**src/verilog/flash_host_consts.svh**
```systemverilog
// Overview of operation
// Unlock is AA then 55 at mode addresses
// F0 returns device to array reads
// Reads after read/auto-select commands repeat freely
// Auto-select: address bits pick signature codes
// Auto-select: block address reads protection status
// Program: unlock, A0, data, then poll
// Block erase; more blocks inside timeout window
// Chip erase: unlock, 80, unlock, 10, poll
// B0 suspends erase; other blocks stay usable
// 30 resumes suspended erase, then poll
// Ready/busy pin may signal erase completion
// Unknown sequences leave device in array reads
// Reset during operation needs reset-to-ready wait
// Reads during operation return status bits
// Erase timer flag rises 80-120 us later
// Finished operation returns to array reads
`ifndef FLASH_HOST_CONSTS_SVH
`define FLASH_HOST_CONSTS_SVH

// Command bytes
`define FL_UNLOCK_DATA1 8'hAA
`define FL_UNLOCK_DATA2 8'h55
`define FL_CMD_RESET 8'hF0
`define FL_CMD_AUTOSEL 8'h90
`define FL_CMD_PROGRAM 8'hA0
`define FL_CMD_ERASE_SETUP 8'h80
`define FL_CMD_ERASE_CONF 8'h30
`define FL_CMD_CHIP_CONF 8'h10
`define FL_CMD_SUSPEND 8'hB0

// Coded addresses, byte bit lowest
`define FL_UNLOCK1_WORD 19'h0AAAA
`define FL_UNLOCK2_WORD 19'h05554
`define FL_UNLOCK1_BYTE 19'h0AAAA
`define FL_UNLOCK2_BYTE 19'h05555
`define FL_CODED_KEEP 19'h0FFFF
`define FL_TOGGLE_BIT 6

// Operation codes in the control register
`define OP_READ 4'h0
`define OP_RESET_SHORT 4'h1
`define OP_RESET_LONG 4'h2
`define OP_AUTOSEL 4'h3
`define OP_PROGRAM 4'h4
`define OP_BLOCK_ERASE 4'h5
`define OP_ADD_BLOCK 4'h6
`define OP_CHIP_ERASE 4'h7
`define OP_SUSPEND 4'h8
`define OP_RESUME 4'h9
`define OP_POLL 4'hA
`define OP_RB_WAIT 4'hB

// Register byte offsets
`define REG_CTRL 8'h00
`define REG_ADDR 8'h04
`define REG_WDATA 8'h08
`define REG_STATUS 8'h0C
`define REG_IRQ_STAT 8'h10
`define REG_IRQ_MASK 8'h14
`define CTRL_BYTE_BIT 4
`define IRQ_DONE_BIT 0
`define IRQ_REFUSED_BIT 1
`define IRQ_WINDOW_BIT 2

// Timing
`define FL_CLK_NS 25
`define FL_WE_NS 35
`define FL_ACC_NS 55
`define FL_SYNC_CYC 2
`define FL_WIN_NS 80000
`define FL_RST_RDY_NS 10000
`define FL_WE_CYC ((`FL_WE_NS + `FL_CLK_NS - 1) / `FL_CLK_NS)
`define FL_RD_CYC ((`FL_ACC_NS + `FL_CLK_NS - 1) / `FL_CLK_NS + `FL_SYNC_CYC)
`define FL_WIN_CYC (`FL_WIN_NS / `FL_CLK_NS)
`define FL_RST_RDY_CYC ((`FL_RST_RDY_NS + `FL_CLK_NS - 1) / `FL_CLK_NS)

`endif

```
**src/verilog/flash_host_pkg.sv**
```systemverilog
`include "flash_host_consts.svh"
`default_nettype none
package flash_host_pkg;
    typedef enum logic [3:0] {
        OP_READ = `OP_READ,
        OP_RESET_SHORT = `OP_RESET_SHORT,
        OP_RESET_LONG = `OP_RESET_LONG,
        OP_AUTOSEL = `OP_AUTOSEL,
        OP_PROGRAM = `OP_PROGRAM,
        OP_BLOCK_ERASE = `OP_BLOCK_ERASE,
        OP_ADD_BLOCK = `OP_ADD_BLOCK,
        OP_CHIP_ERASE = `OP_CHIP_ERASE,
        OP_SUSPEND = `OP_SUSPEND,
        OP_RESUME = `OP_RESUME,
        OP_POLL = `OP_POLL,
        OP_RB_WAIT = `OP_RB_WAIT
    } op_t;

    typedef enum logic [2:0] {K_UNLOCK1, K_UNLOCK2, K_CMDU, K_CMDT, K_DATA} step_kind_t;

    typedef struct packed {
        step_kind_t kind;
        logic [7:0] cmd;
    } step_t;
endpackage : flash_host_pkg
`default_nettype wire

```
**src/verilog/flash_cyc_if.sv**
```systemverilog
`default_nettype none
interface flash_cyc_if;
    logic req;
    logic we;
    logic byteMode;
    logic aLow;
    logic [17:0] addr;
    logic [15:0] wdata;
    logic done;
    logic [15:0] rdata;
    modport engine(input req, we, byteMode, aLow, addr, wdata, output done, rdata);
    modport user(output req, we, byteMode, aLow, addr, wdata, input done, rdata);
endinterface : flash_cyc_if
`default_nettype wire

```
**src/verilog/flash_host_ctrl.sv**
```systemverilog
// The Wishbone interface to the registers and the register offsets were decided locally.
`include "flash_host_consts.svh"
`default_nettype none
module flash_host_ctrl
    import flash_host_pkg::*;
(
    // Clock and reset
    input wire logic core_clk,
    input wire logic rst,
    // Wishbone slave
    input wire logic cyc_i,
    input wire logic stb_i,
    input wire logic we_i,
    input wire logic [7:0] adr_i,
    input wire logic [31:0] dat_i,
    input wire logic [3:0] sel_i,
    output logic [31:0] dat_o,
    output logic ack_o,
    // Interrupt
    output logic irq,
    // Flash pins
    output logic [17:0] flAddr,
    output logic flCeN,
    output logic flOeN,
    output logic flWeN,
    output logic flWordMode,
    output logic [15:0] flDqOut,
    output logic [15:0] flDqOe,
    input wire logic [15:0] flDqIn,
    input wire logic readyBusyOut
);
    typedef enum logic [6:0] {
        S_IDLE = 7'b0000001,
        S_WRITE = 7'b0000010,
        S_WWAIT = 7'b0000100,
        S_READ = 7'b0001000,
        S_RWAIT = 7'b0010000,
        S_RECOVER = 7'b0100000,
        S_RBWAIT = 7'b1000000
    } state_t;

    flash_cyc_if cycU ();

    state_t st_q;
    op_t op_q;
    logic [2:0] step_q;
    logic [18:0] addr_q;
    logic [15:0] wdata_q;
    logic [15:0] rdata_q;
    logic byteMode_q;
    logic flashActive_q;
    logic prevToggle_q;
    logic havePrev_q;
    logic doneEv_q;
    logic [11:0] cnt_q;
    logic [11:0] winCnt_q;
    logic [2:0] irqStat_q;
    logic [2:0] irqStat_d;
    logic [2:0] irqMask_q;
    logic rbMeta_q;
    logic rbSync_q;
    logic wbTake;
    logic startReq;
    logic refusedEv;
    logic seqEnd;
    logic winCloseEv;
    logic [31:0] rdMux;
    op_t opReq;
    step_t curStep;

    // Number of flash write cycles for each operation
    function automatic logic [2:0] seqLen(input op_t op);
        unique case (op)
            OP_READ, OP_POLL, OP_RB_WAIT: seqLen = 3'd0;
            OP_RESET_SHORT, OP_ADD_BLOCK, OP_SUSPEND, OP_RESUME: seqLen = 3'd1;
            OP_RESET_LONG, OP_AUTOSEL: seqLen = 3'd3;
            OP_PROGRAM: seqLen = 3'd4;
            OP_BLOCK_ERASE, OP_CHIP_ERASE: seqLen = 3'd6;
            default: seqLen = 3'd0;
        endcase
    endfunction : seqLen

    // What goes on the bus at a given write step
    function automatic step_t stepOf(input op_t op, input logic [2:0] idx);
        step_t s;
        s = '{K_UNLOCK1, `FL_UNLOCK_DATA1};
        if (op == OP_RESET_SHORT) begin
            s = '{K_CMDT, `FL_CMD_RESET};
        end else if (op == OP_SUSPEND) begin
            s = '{K_CMDT, `FL_CMD_SUSPEND};
        end else if (op == OP_ADD_BLOCK || op == OP_RESUME) begin
            s = '{K_CMDT, `FL_CMD_ERASE_CONF};
        end else if (op == OP_PROGRAM && idx == 3'd3) begin
            s = '{K_DATA, 8'h00};
        end else if (idx == 3'd1 || idx == 3'd4) begin
            s = '{K_UNLOCK2, `FL_UNLOCK_DATA2};
        end else if (idx == 3'd2) begin
            unique case (op)
                OP_RESET_LONG: s = '{K_CMDU, `FL_CMD_RESET};
                OP_AUTOSEL: s = '{K_CMDU, `FL_CMD_AUTOSEL};
                OP_PROGRAM: s = '{K_CMDU, `FL_CMD_PROGRAM};
                default: s = '{K_CMDU, `FL_CMD_ERASE_SETUP};
            endcase
        end else if (idx == 3'd5) begin
            if (op == OP_CHIP_ERASE) begin
                s = '{K_CMDU, `FL_CMD_CHIP_CONF};
            end else begin
                s = '{K_CMDT, `FL_CMD_ERASE_CONF};
            end
        end
        return s;
    endfunction : stepOf

    // Maps byte or word address to pins, byte bit lowest
    function automatic logic [18:0] pinAddr(input logic [18:0] a, input logic byteMode);
        pinAddr = byteMode ? a : {a[17:0], 1'b0};
    endfunction : pinAddr

    flash_bus_cycle u_cycle (
        .core_clk(core_clk),
        .rst(rst),
        .cyc(cycU.engine),
        .flAddr(flAddr),
        .flCeN(flCeN),
        .flOeN(flOeN),
        .flWeN(flWeN),
        .flDqOut(flDqOut),
        .flDqOe(flDqOe),
        .flDqIn(flDqIn)
    );

    // Bus decode and request checks
    always_comb begin
        wbTake = cyc_i && stb_i && !ack_o;
        opReq = op_t'(dat_i[3:0]);
        startReq = wbTake && we_i && sel_i[0] && adr_i == `REG_CTRL;
        // Late block additions are refused: the window may have closed
        refusedEv = startReq && (st_q != S_IDLE || opReq > OP_RB_WAIT
            || (opReq == OP_ADD_BLOCK && winCnt_q == 12'h000));
        curStep = stepOf(op_q, step_q);
        seqEnd = st_q == S_WWAIT && cycU.done && step_q == seqLen(op_q) - 3'd1;
        winCloseEv = winCnt_q == 12'h001;
    end

    // Register read mux
    always_comb begin
        unique case (adr_i)
            `REG_CTRL: rdMux = {27'h0, byteMode_q, op_q};
            `REG_ADDR: rdMux = {13'h0, addr_q};
            `REG_WDATA: rdMux = {16'h0, wdata_q};
            `REG_STATUS: rdMux = {rdata_q, 12'h0, flashActive_q, winCnt_q != 12'h000, rbSync_q, st_q != S_IDLE};
            `REG_IRQ_STAT: rdMux = {29'h0, irqStat_q};
            `REG_IRQ_MASK: rdMux = {29'h0, irqMask_q};
            default: rdMux = 32'h0000_0000;
        endcase
    end

    // Registered ack, one wait state; writes land with the ack
    always_ff @(posedge core_clk or posedge rst) begin
        if (rst) begin
            ack_o <= 1'b0;
            dat_o <= 32'h0000_0000;
        end else begin
            ack_o <= wbTake;
            if (wbTake && !we_i) begin
                dat_o <= rdMux;
            end
        end
    end

    // Software-held parameters of the next operation
    always_ff @(posedge core_clk or posedge rst) begin
        if (rst) begin
            addr_q <= 19'h00000;
            wdata_q <= 16'h0000;
            byteMode_q <= 1'b0;
            irqMask_q <= 3'h0;
            flWordMode <= 1'b1;
        end else begin
            if (wbTake && we_i) begin
                if (adr_i == `REG_ADDR) begin
                    if (sel_i[0]) addr_q[7:0] <= dat_i[7:0];
                    if (sel_i[1]) addr_q[15:8] <= dat_i[15:8];
                    if (sel_i[2]) addr_q[18:16] <= dat_i[18:16];
                end
                if (adr_i == `REG_WDATA) begin
                    if (sel_i[0]) wdata_q[7:0] <= dat_i[7:0];
                    if (sel_i[1]) wdata_q[15:8] <= dat_i[15:8];
                end
                if (adr_i == `REG_IRQ_MASK && sel_i[0]) begin
                    irqMask_q <= dat_i[2:0];
                end
                // Bus width may only change while idle
                if (startReq && st_q == S_IDLE) begin
                    byteMode_q <= dat_i[`CTRL_BYTE_BIT];
                    flWordMode <= !dat_i[`CTRL_BYTE_BIT];
                end
            end
        end
    end

    // Ready/busy pin comes from outside the clock domain
    always_ff @(posedge core_clk or posedge rst) begin
        if (rst) begin
            rbMeta_q <= 1'b0;
            rbSync_q <= 1'b0;
        end else begin
            rbMeta_q <= readyBusyOut;
            rbSync_q <= rbMeta_q;
        end
    end

    // Block-add window, host side uses the short end of the timeout
    always_ff @(posedge core_clk or posedge rst) begin
        if (rst) begin
            winCnt_q <= 12'h000;
        end else if (seqEnd && (op_q == OP_BLOCK_ERASE || op_q == OP_ADD_BLOCK)) begin
            winCnt_q <= 12'(`FL_WIN_CYC);
        end else if (winCnt_q != 12'h000) begin
            winCnt_q <= winCnt_q - 12'h001;
        end
    end

    // Command sequencer
    always_ff @(posedge core_clk or posedge rst) begin
        if (rst) begin
            st_q <= S_IDLE;
            op_q <= OP_READ;
            step_q <= 3'd0;
            rdata_q <= 16'h0000;
            flashActive_q <= 1'b0;
            prevToggle_q <= 1'b0;
            havePrev_q <= 1'b0;
            doneEv_q <= 1'b0;
            cnt_q <= 12'h000;
            cycU.req <= 1'b0;
            cycU.we <= 1'b0;
            cycU.byteMode <= 1'b0;
            cycU.aLow <= 1'b0;
            cycU.addr <= 18'h00000;
            cycU.wdata <= 16'h0000;
        end else begin
            cycU.req <= 1'b0;
            doneEv_q <= 1'b0;
            unique case (st_q)
                S_IDLE: begin
                    if (startReq && !refusedEv) begin
                        op_q <= opReq;
                        step_q <= 3'd0;
                        havePrev_q <= 1'b0;
                        if (opReq == OP_READ || opReq == OP_POLL) begin
                            st_q <= S_READ;
                        end else if (opReq == OP_RB_WAIT) begin
                            st_q <= S_RBWAIT;
                        end else begin
                            st_q <= S_WRITE;
                        end
                    end
                end
                S_WRITE: begin
                    cycU.req <= 1'b1;
                    cycU.we <= 1'b1;
                    cycU.byteMode <= byteMode_q;
                    cycU.wdata <= {8'h00, curStep.cmd};
                    // Coded cycles keep the upper three address bits low
                    unique case (curStep.kind)
                        K_UNLOCK1: {cycU.addr, cycU.aLow} <= (byteMode_q ? `FL_UNLOCK1_BYTE
                            : `FL_UNLOCK1_WORD) & `FL_CODED_KEEP;
                        K_UNLOCK2: {cycU.addr, cycU.aLow} <= (byteMode_q ? `FL_UNLOCK2_BYTE
                            : `FL_UNLOCK2_WORD) & `FL_CODED_KEEP;
                        K_CMDU: {cycU.addr, cycU.aLow} <= (byteMode_q ? `FL_UNLOCK1_BYTE
                            : `FL_UNLOCK1_WORD) & `FL_CODED_KEEP;
                        default: {cycU.addr, cycU.aLow} <= pinAddr(addr_q, byteMode_q);
                    endcase
                    if (curStep.kind == K_DATA) begin
                        cycU.wdata <= wdata_q;
                    end
                    st_q <= S_WWAIT;
                end
                S_WWAIT: begin
                    if (cycU.done) begin
                        step_q <= step_q + 3'd1;
                        st_q <= S_WRITE;
                        if (seqEnd) begin
                            unique case (op_q)
                                OP_PROGRAM, OP_CHIP_ERASE, OP_RESUME: begin
                                    flashActive_q <= 1'b1;
                                    st_q <= S_READ;
                                end
                                OP_SUSPEND: st_q <= S_READ;
                                OP_BLOCK_ERASE, OP_ADD_BLOCK: begin
                                    flashActive_q <= 1'b1;
                                    doneEv_q <= 1'b1;
                                    st_q <= S_IDLE;
                                end
                                OP_RESET_SHORT, OP_RESET_LONG: begin
                                    // Reset while working costs the reset-to-ready wait
                                    if (flashActive_q) begin
                                        cnt_q <= 12'(`FL_RST_RDY_CYC);
                                        st_q <= S_RECOVER;
                                    end else begin
                                        doneEv_q <= 1'b1;
                                        st_q <= S_IDLE;
                                    end
                                end
                                default: begin
                                    doneEv_q <= 1'b1;
                                    st_q <= S_IDLE;
                                end
                            endcase
                        end
                    end
                end
                S_READ: begin
                    cycU.req <= 1'b1;
                    cycU.we <= 1'b0;
                    cycU.byteMode <= byteMode_q;
                    {cycU.addr, cycU.aLow} <= pinAddr(addr_q, byteMode_q);
                    st_q <= S_RWAIT;
                end
                S_RWAIT: begin
                    if (cycU.done) begin
                        rdata_q <= cycU.rdata;
                        prevToggle_q <= cycU.rdata[`FL_TOGGLE_BIT];
                        havePrev_q <= 1'b1;
                        // Two equal toggle reads mean the operation is over
                        if (op_q == OP_READ || (havePrev_q && prevToggle_q == cycU.rdata[`FL_TOGGLE_BIT])) begin
                            if (op_q != OP_READ && op_q != OP_SUSPEND) begin
                                flashActive_q <= 1'b0;
                            end
                            doneEv_q <= 1'b1;
                            st_q <= S_IDLE;
                        end else begin
                            st_q <= S_READ;
                        end
                    end
                end
                S_RECOVER: begin
                    if (cnt_q == 12'h000) begin
                        flashActive_q <= 1'b0;
                        doneEv_q <= 1'b1;
                        st_q <= S_IDLE;
                    end else begin
                        cnt_q <= cnt_q - 12'h001;
                    end
                end
                S_RBWAIT: begin
                    if (rbSync_q) begin
                        flashActive_q <= 1'b0;
                        doneEv_q <= 1'b1;
                        st_q <= S_IDLE;
                    end
                end
            endcase
        end
    end

    // Sticky events; a new event beats the read clear
    always_comb begin
        irqStat_d = irqStat_q;
        if (wbTake && !we_i && adr_i == `REG_IRQ_STAT) begin
            irqStat_d = 3'h0;
        end
        irqStat_d[`IRQ_DONE_BIT] = irqStat_d[`IRQ_DONE_BIT] | doneEv_q;
        irqStat_d[`IRQ_REFUSED_BIT] = irqStat_d[`IRQ_REFUSED_BIT] | refusedEv;
        irqStat_d[`IRQ_WINDOW_BIT] = irqStat_d[`IRQ_WINDOW_BIT] | winCloseEv;
    end

    always_ff @(posedge core_clk or posedge rst) begin
        if (rst) begin
            irqStat_q <= 3'h0;
            irq <= 1'b0;
        end else begin
            irqStat_q <= irqStat_d;
            irq <= |(irqStat_d & irqMask_q);
        end
    end
endmodule : flash_host_ctrl
`default_nettype wire

```
**src/verilog/flash_bus_cycle.sv**
```systemverilog
`include "flash_host_consts.svh"
`default_nettype none
module flash_bus_cycle
    import flash_host_pkg::*;
(
    // Clock and reset
    input wire logic core_clk,
    input wire logic rst,
    // Cycle requests
    flash_cyc_if.engine cyc,
    // Flash pins
    output logic [17:0] flAddr,
    output logic flCeN,
    output logic flOeN,
    output logic flWeN,
    output logic [15:0] flDqOut,
    output logic [15:0] flDqOe,
    input wire logic [15:0] flDqIn
);
    typedef enum logic [3:0] {
        CY_IDLE = 4'b0001,
        CY_SETUP = 4'b0010,
        CY_STROBE = 4'b0100,
        CY_HOLD = 4'b1000
    } cyc_state_t;

    cyc_state_t st_q;
    logic [3:0] cnt_q;
    logic weCyc_q;
    logic [15:0] dqMeta_q;
    logic [15:0] dqSync_q;

    // Data pins come from outside the clock domain
    always_ff @(posedge core_clk or posedge rst) begin
        if (rst) begin
            dqMeta_q <= 16'h0000;
            dqSync_q <= 16'h0000;
        end else begin
            dqMeta_q <= flDqIn;
            dqSync_q <= dqMeta_q;
        end
    end

    // One pin cycle: setup, strobe, hold
    always_ff @(posedge core_clk or posedge rst) begin
        if (rst) begin
            st_q <= CY_IDLE;
            cnt_q <= 4'h0;
            weCyc_q <= 1'b0;
            flAddr <= 18'h00000;
            flCeN <= 1'b1;
            flOeN <= 1'b1;
            flWeN <= 1'b1;
            flDqOut <= 16'h0000;
            flDqOe <= 16'h0000;
            cyc.done <= 1'b0;
            cyc.rdata <= 16'h0000;
        end else begin
            cyc.done <= 1'b0;
            unique case (st_q)
                CY_IDLE: begin
                    if (cyc.req) begin
                        weCyc_q <= cyc.we;
                        flAddr <= cyc.addr;
                        flCeN <= 1'b0;
                        // Byte mode: top data pin carries the extra address bit
                        if (cyc.byteMode) begin
                            flDqOut <= {cyc.aLow, 7'h00, cyc.wdata[7:0]};
                            flDqOe <= cyc.we ? 16'h80FF : 16'h8000;
                        end else begin
                            flDqOut <= cyc.wdata;
                            flDqOe <= cyc.we ? 16'hFFFF : 16'h0000;
                        end
                        st_q <= CY_SETUP;
                    end
                end
                CY_SETUP: begin
                    if (weCyc_q) begin
                        flWeN <= 1'b0;
                        cnt_q <= 4'(`FL_WE_CYC - 1);
                    end else begin
                        flOeN <= 1'b0;
                        cnt_q <= 4'(`FL_RD_CYC - 1);
                    end
                    st_q <= CY_STROBE;
                end
                CY_STROBE: begin
                    if (cnt_q == 4'h0) begin
                        // Sync delay is folded into the read strobe length
                        if (!weCyc_q) begin
                            cyc.rdata <= dqSync_q;
                        end
                        flWeN <= 1'b1;
                        flOeN <= 1'b1;
                        st_q <= CY_HOLD;
                    end else begin
                        cnt_q <= cnt_q - 4'h1;
                    end
                end
                CY_HOLD: begin
                    flCeN <= 1'b1;
                    flDqOe <= 16'h0000;
                    cyc.done <= 1'b1;
                    st_q <= CY_IDLE;
                end
            endcase
        end
    end
endmodule : flash_bus_cycle
`default_nettype wire

```
**config.mk**
```make
export PLATFORM = sky130hd
export DESIGN_NAME = flash_host_ctrl
export DESIGN_NICKNAME = d
export VERILOG_FILES = /design/src/verilog/flash_host_pkg.sv /design/src/verilog/flash_cyc_if.sv /design/src/verilog/flash_host_ctrl.sv /design/src/verilog/flash_bus_cycle.sv
export VERILOG_INCLUDE_DIRS = /design/src /design/src/verilog
export SDC_FILE = /design/constraint.sdc
export NUM_CORES = 1
export LEC_CHECK = 0
export BUFFER_PORTS_ARGS = -buffer_cell sky130_fd_sc_hd__buf_2
export CAP_MARGIN = 10
export CORE_ASPECT_RATIO = 1.1
export CORE_MARGIN = 2
export CORE_UTILIZATION = 64
export CTS_BUF_LIST = sky130_fd_sc_hd__clkbuf_4
export DETAILED_ROUTE_END_ITERATION = 12
export PLACE_DENSITY = 0.87
export SETUP_SLACK_MARGIN = 0.05
export SLEW_MARGIN = 10
export SYNTH_ARGS = -nofsm -noshare
export SYNTH_HDL_FRONTEND = slang
export SYNTH_SLANG_ARGS = --single-unit
```
**constraint.sdc**
```tcl
create_clock -name core_clk -period 14.1 [get_ports core_clk]
set_input_delay 0.705 -clock core_clk [delete_from_list [all_inputs] [get_ports core_clk]]
set_output_delay 0.705 -clock core_clk [all_outputs]
set_load 0.01 [all_outputs]
```
==> impl_metrics.tcl <==
set metrics [dict create \
    die_x_um 133 \
    viasPerCell 5.96 \
    layout-drive-gt1-share_pct 31.4 \
    htreeDepth 3 \
    hp-class "input port to register" \
    synth.area.top_cells "dfrtp_1 57%, mux2_2 10%, nand2_1 3.5%" \
    gp_congestion 0.858 \
    fin_setup_tns_ns 0 \
    clock_skew_ns 0.0407 \
    dp_slack_ns 10.41 \
    grt_pass1_wl_um 43000 \
    num_io_pins 154 \
    async_flop_share_pct 100 \
    drt_iter0_drc 567 \
    crit_type "register to register" \
    period_needed_ns 3.44 \
    fin_total_pwr_mw 2.38 \
    grt_use_total_pct 27.8 \
    syn_avg_cell_area_um2 11.7 \
    critPathLaunch "op_q[3]" \
    outcome "complete, no violations" \
    syn_to_final_growth_pct 14.3 \
    core-area_mm2 0.0179 \
    synth_top_area_share_pct 56.6 \
    rsz0062_at_grt "false" \
    cts_buffer_depth 3 \
    synth_edf_count 0 \
    yosys.cell_count.top_type "dfrtp_1" \
    port_buffers 139 \
    grt_pass1_vias 8732 \
    clk_latency_ns 0.68 \
    tritoncts "yes" \
    finalWorstSetupSlack_ns 10.66 \
    reg2reg_from "op_q[3]" \
    rows 51 \
    cts.reportedPaths.clkPinSlew_ns 0.07 \
    cap_viol_max_count 0 \
    start_util_pct 65.8 \
    synthTopCellsByCount "266 x dfrtp_1, 109 x nand2_1, 108 x mux2_2" \
    die-area_mm2 0.0195 \
    synth_top_area_cell "dfrtp_1" \
    grt_max_degree 102 \
    die_h_um 146 \
    r2r_setup_slack_ns 10.66 \
    synthFlopType "dfrtp_1" \
    dr.pass1.iters 5 \
    critPathRequiredTime_ns 14.62 \
    powerDensity_mw_per_mm2 177 \
    r2r_cells 10 \
    syn_inst 1006 \
    ys_types 71 \
    worstSetupEndpointType "register" \
    leakagePower_nw 6.70 \
    crit_arrival_ns 3.96 \
    hpwl_um 18400 \
    finalSetupViolCount 0 \
    grt.overflow.total 0 \
    cts_sinks 272 \
    cp_max_fo 13 \
    reg2reg_to "cnt_q[1]" \
    ys_seq_area_share_pct 58.0 \
    vias 8653 \
    start_kind "register" \
    synth_seq_cells 272 \
    drv_slew 0 \
    ys_warn_count 0 \
    remaining_drc_errors 0 \
    post-cts-setup-buffers 0 \
    report.final.hold_viol_count 0 \
    synthesis.nets 1082 \
    hold-worst-slack_ns 0.133 \
    drt_wl_total_um 26600 \
    fmax_mhz 291 \
    wl_per_cell_um 18.3 \
    slew_headroom_pct 26.0 \
    antenna_found_initial 6 \
    cts.repair.resized 0 \
    cts_inserted_buffers 68 \
    ir_drop_mv 0.113 \
    nets 1238 \
    fillCellCount 1162 \
    cts_hold_buf 0 \
    syn_area_mm2 0.0118 \
    cts_root_buffer "clkbuf_4" \
    worst_slew_pin_slew_ns 1.10 \
    fin_crit_sh_pct 24.4 \
    ant_nets 0 \
    endpoint "cnt_q[1]" \
]
[power by group]
| group | switching [mW] | internal, mW |
|---|---|---|
| logic | 0.410 | 0.304 |
| registers | 0.0837 | 0.900 |
| clock network | 0.308 | 0.372 |
[placed cells by master (no fill, tap or decap), types with 18 or more instances in the layout]
cell and n:
clkbuf_4 97, buf_2 139, mux2_2 108, nor2_1 58, nor3_1 18, a22oi_1 18, inv_1 20, o21ai_0 68
dfrtp_1 266, a21oi_1 24, mux2i_1 19, nand2_1 109
[per-layer routing]
metal  share of wire [%]  track usage (%)  vias up  routed length, um
li1                    -                -     3954                  -
met1                  40             34.9     4261              10700
met2                  50             45.2      356              13200
met3                 6.3             6.94       80               1680
met4                 3.8             14.2        2               1010
met5               0.026                0        -                  7
[critical path, cell delays in order (launching register included)]
cell     delay, ns
dfrtp_1       0.59
inv_2         0.12
nor3_2        0.42
nor2_1        0.10
ha_1          0.32
xnor2_1       0.13
a211o_1       0.27
or4_4         0.57
a21o_1        0.29
inv_2         0.15
mux2_1        0.33
[logic make-up after synthesis]
| logic type | share of synthesized area, % |
|---|---|
| AO/OA/AOI/OAI | 11.4 |
| XOR/XNOR | 1.34 |
| adder cells (fa/ha/maj) | 1.06 |
| buffers and inverters | 3.28 |
| flip-flops | 58.0 |
| multiplexers | 12.8 |
| AND/OR/NAND/NOR | 12.1 |
[layout make-up]
| class | count | area [um^2] | area share [%] |
|---|---|---|---|
| Antenna cell | 5 | 12.5 | 0.0931 |
| Tap cell | 238 | 298 | 2.22 |
| Timing Repair Buffer | 147 | 756 | 5.62 |
| Clock buffer | 97 | 728 | 5.42 |
| Multi-Input combinational cell | 649 | 4570 | 34.0 |
| Clock inverter | 20 | 163 | 1.21 |
| Sequential cell | 272 | 6810 | 50.7 |
| Inverter | 24 | 97.6 | 0.726 |
[worst min-delay path by stage]
| stage | to | cells past startpoint | from | slack [ns] |
|---|---|---|---|---|
| floorplan | rbSync_q | 0 | rbMeta_q | 0.33 |
| detailed placement | u_cycle.dqSync_q[1] | 0 | u_cycle.dqMeta_q[1] | 0.33 |
| global route | u_cycle.dqMeta_q[14] | 1 | flDqIn[14] | 0.08 |
| finish | u_cycle.dqMeta_q[14] | 1 | flDqIn[14] | 0.13 |
| CTS | u_cycle.dqMeta_q[0] | 1 | flDqIn[0] | 0.09 |
| global placement | u_cycle.dqSync_q[8] | 0 | u_cycle.dqMeta_q[8] | 0.33 |
[metrics by stage]
step | instances | area [um^2] | utilization [%]
2_1_floorplan | 1006 | 11800 | -
3_3_place_gp | 1330 | 12500 | 70.2
3_5_place_dp | 1330 | 12500 | 70.2
4_1_cts | 1447 | 13400 | 75.1
5_1_grt | 1450 | 13400 | 75.2
6_report | 1452 | 13400 | 75.2
[sequential cells by signal, summed over array words and instances (netlist names), 12 cells and up]
name,cells
cycU.wdata,16
cnt_q,12
addr_q,19
u_cycle.dqMeta_q,16
winCnt_q,12
u_cycle.dqSync_q,16
wdata_q,16
rdata_q,16
u_cycle.flAddr,18
cycU.addr,18
u_cycle.cyc.rdata,16
u_cycle.flDqOut,16
dat_o,32
Power figures use the tool's default switching activity.
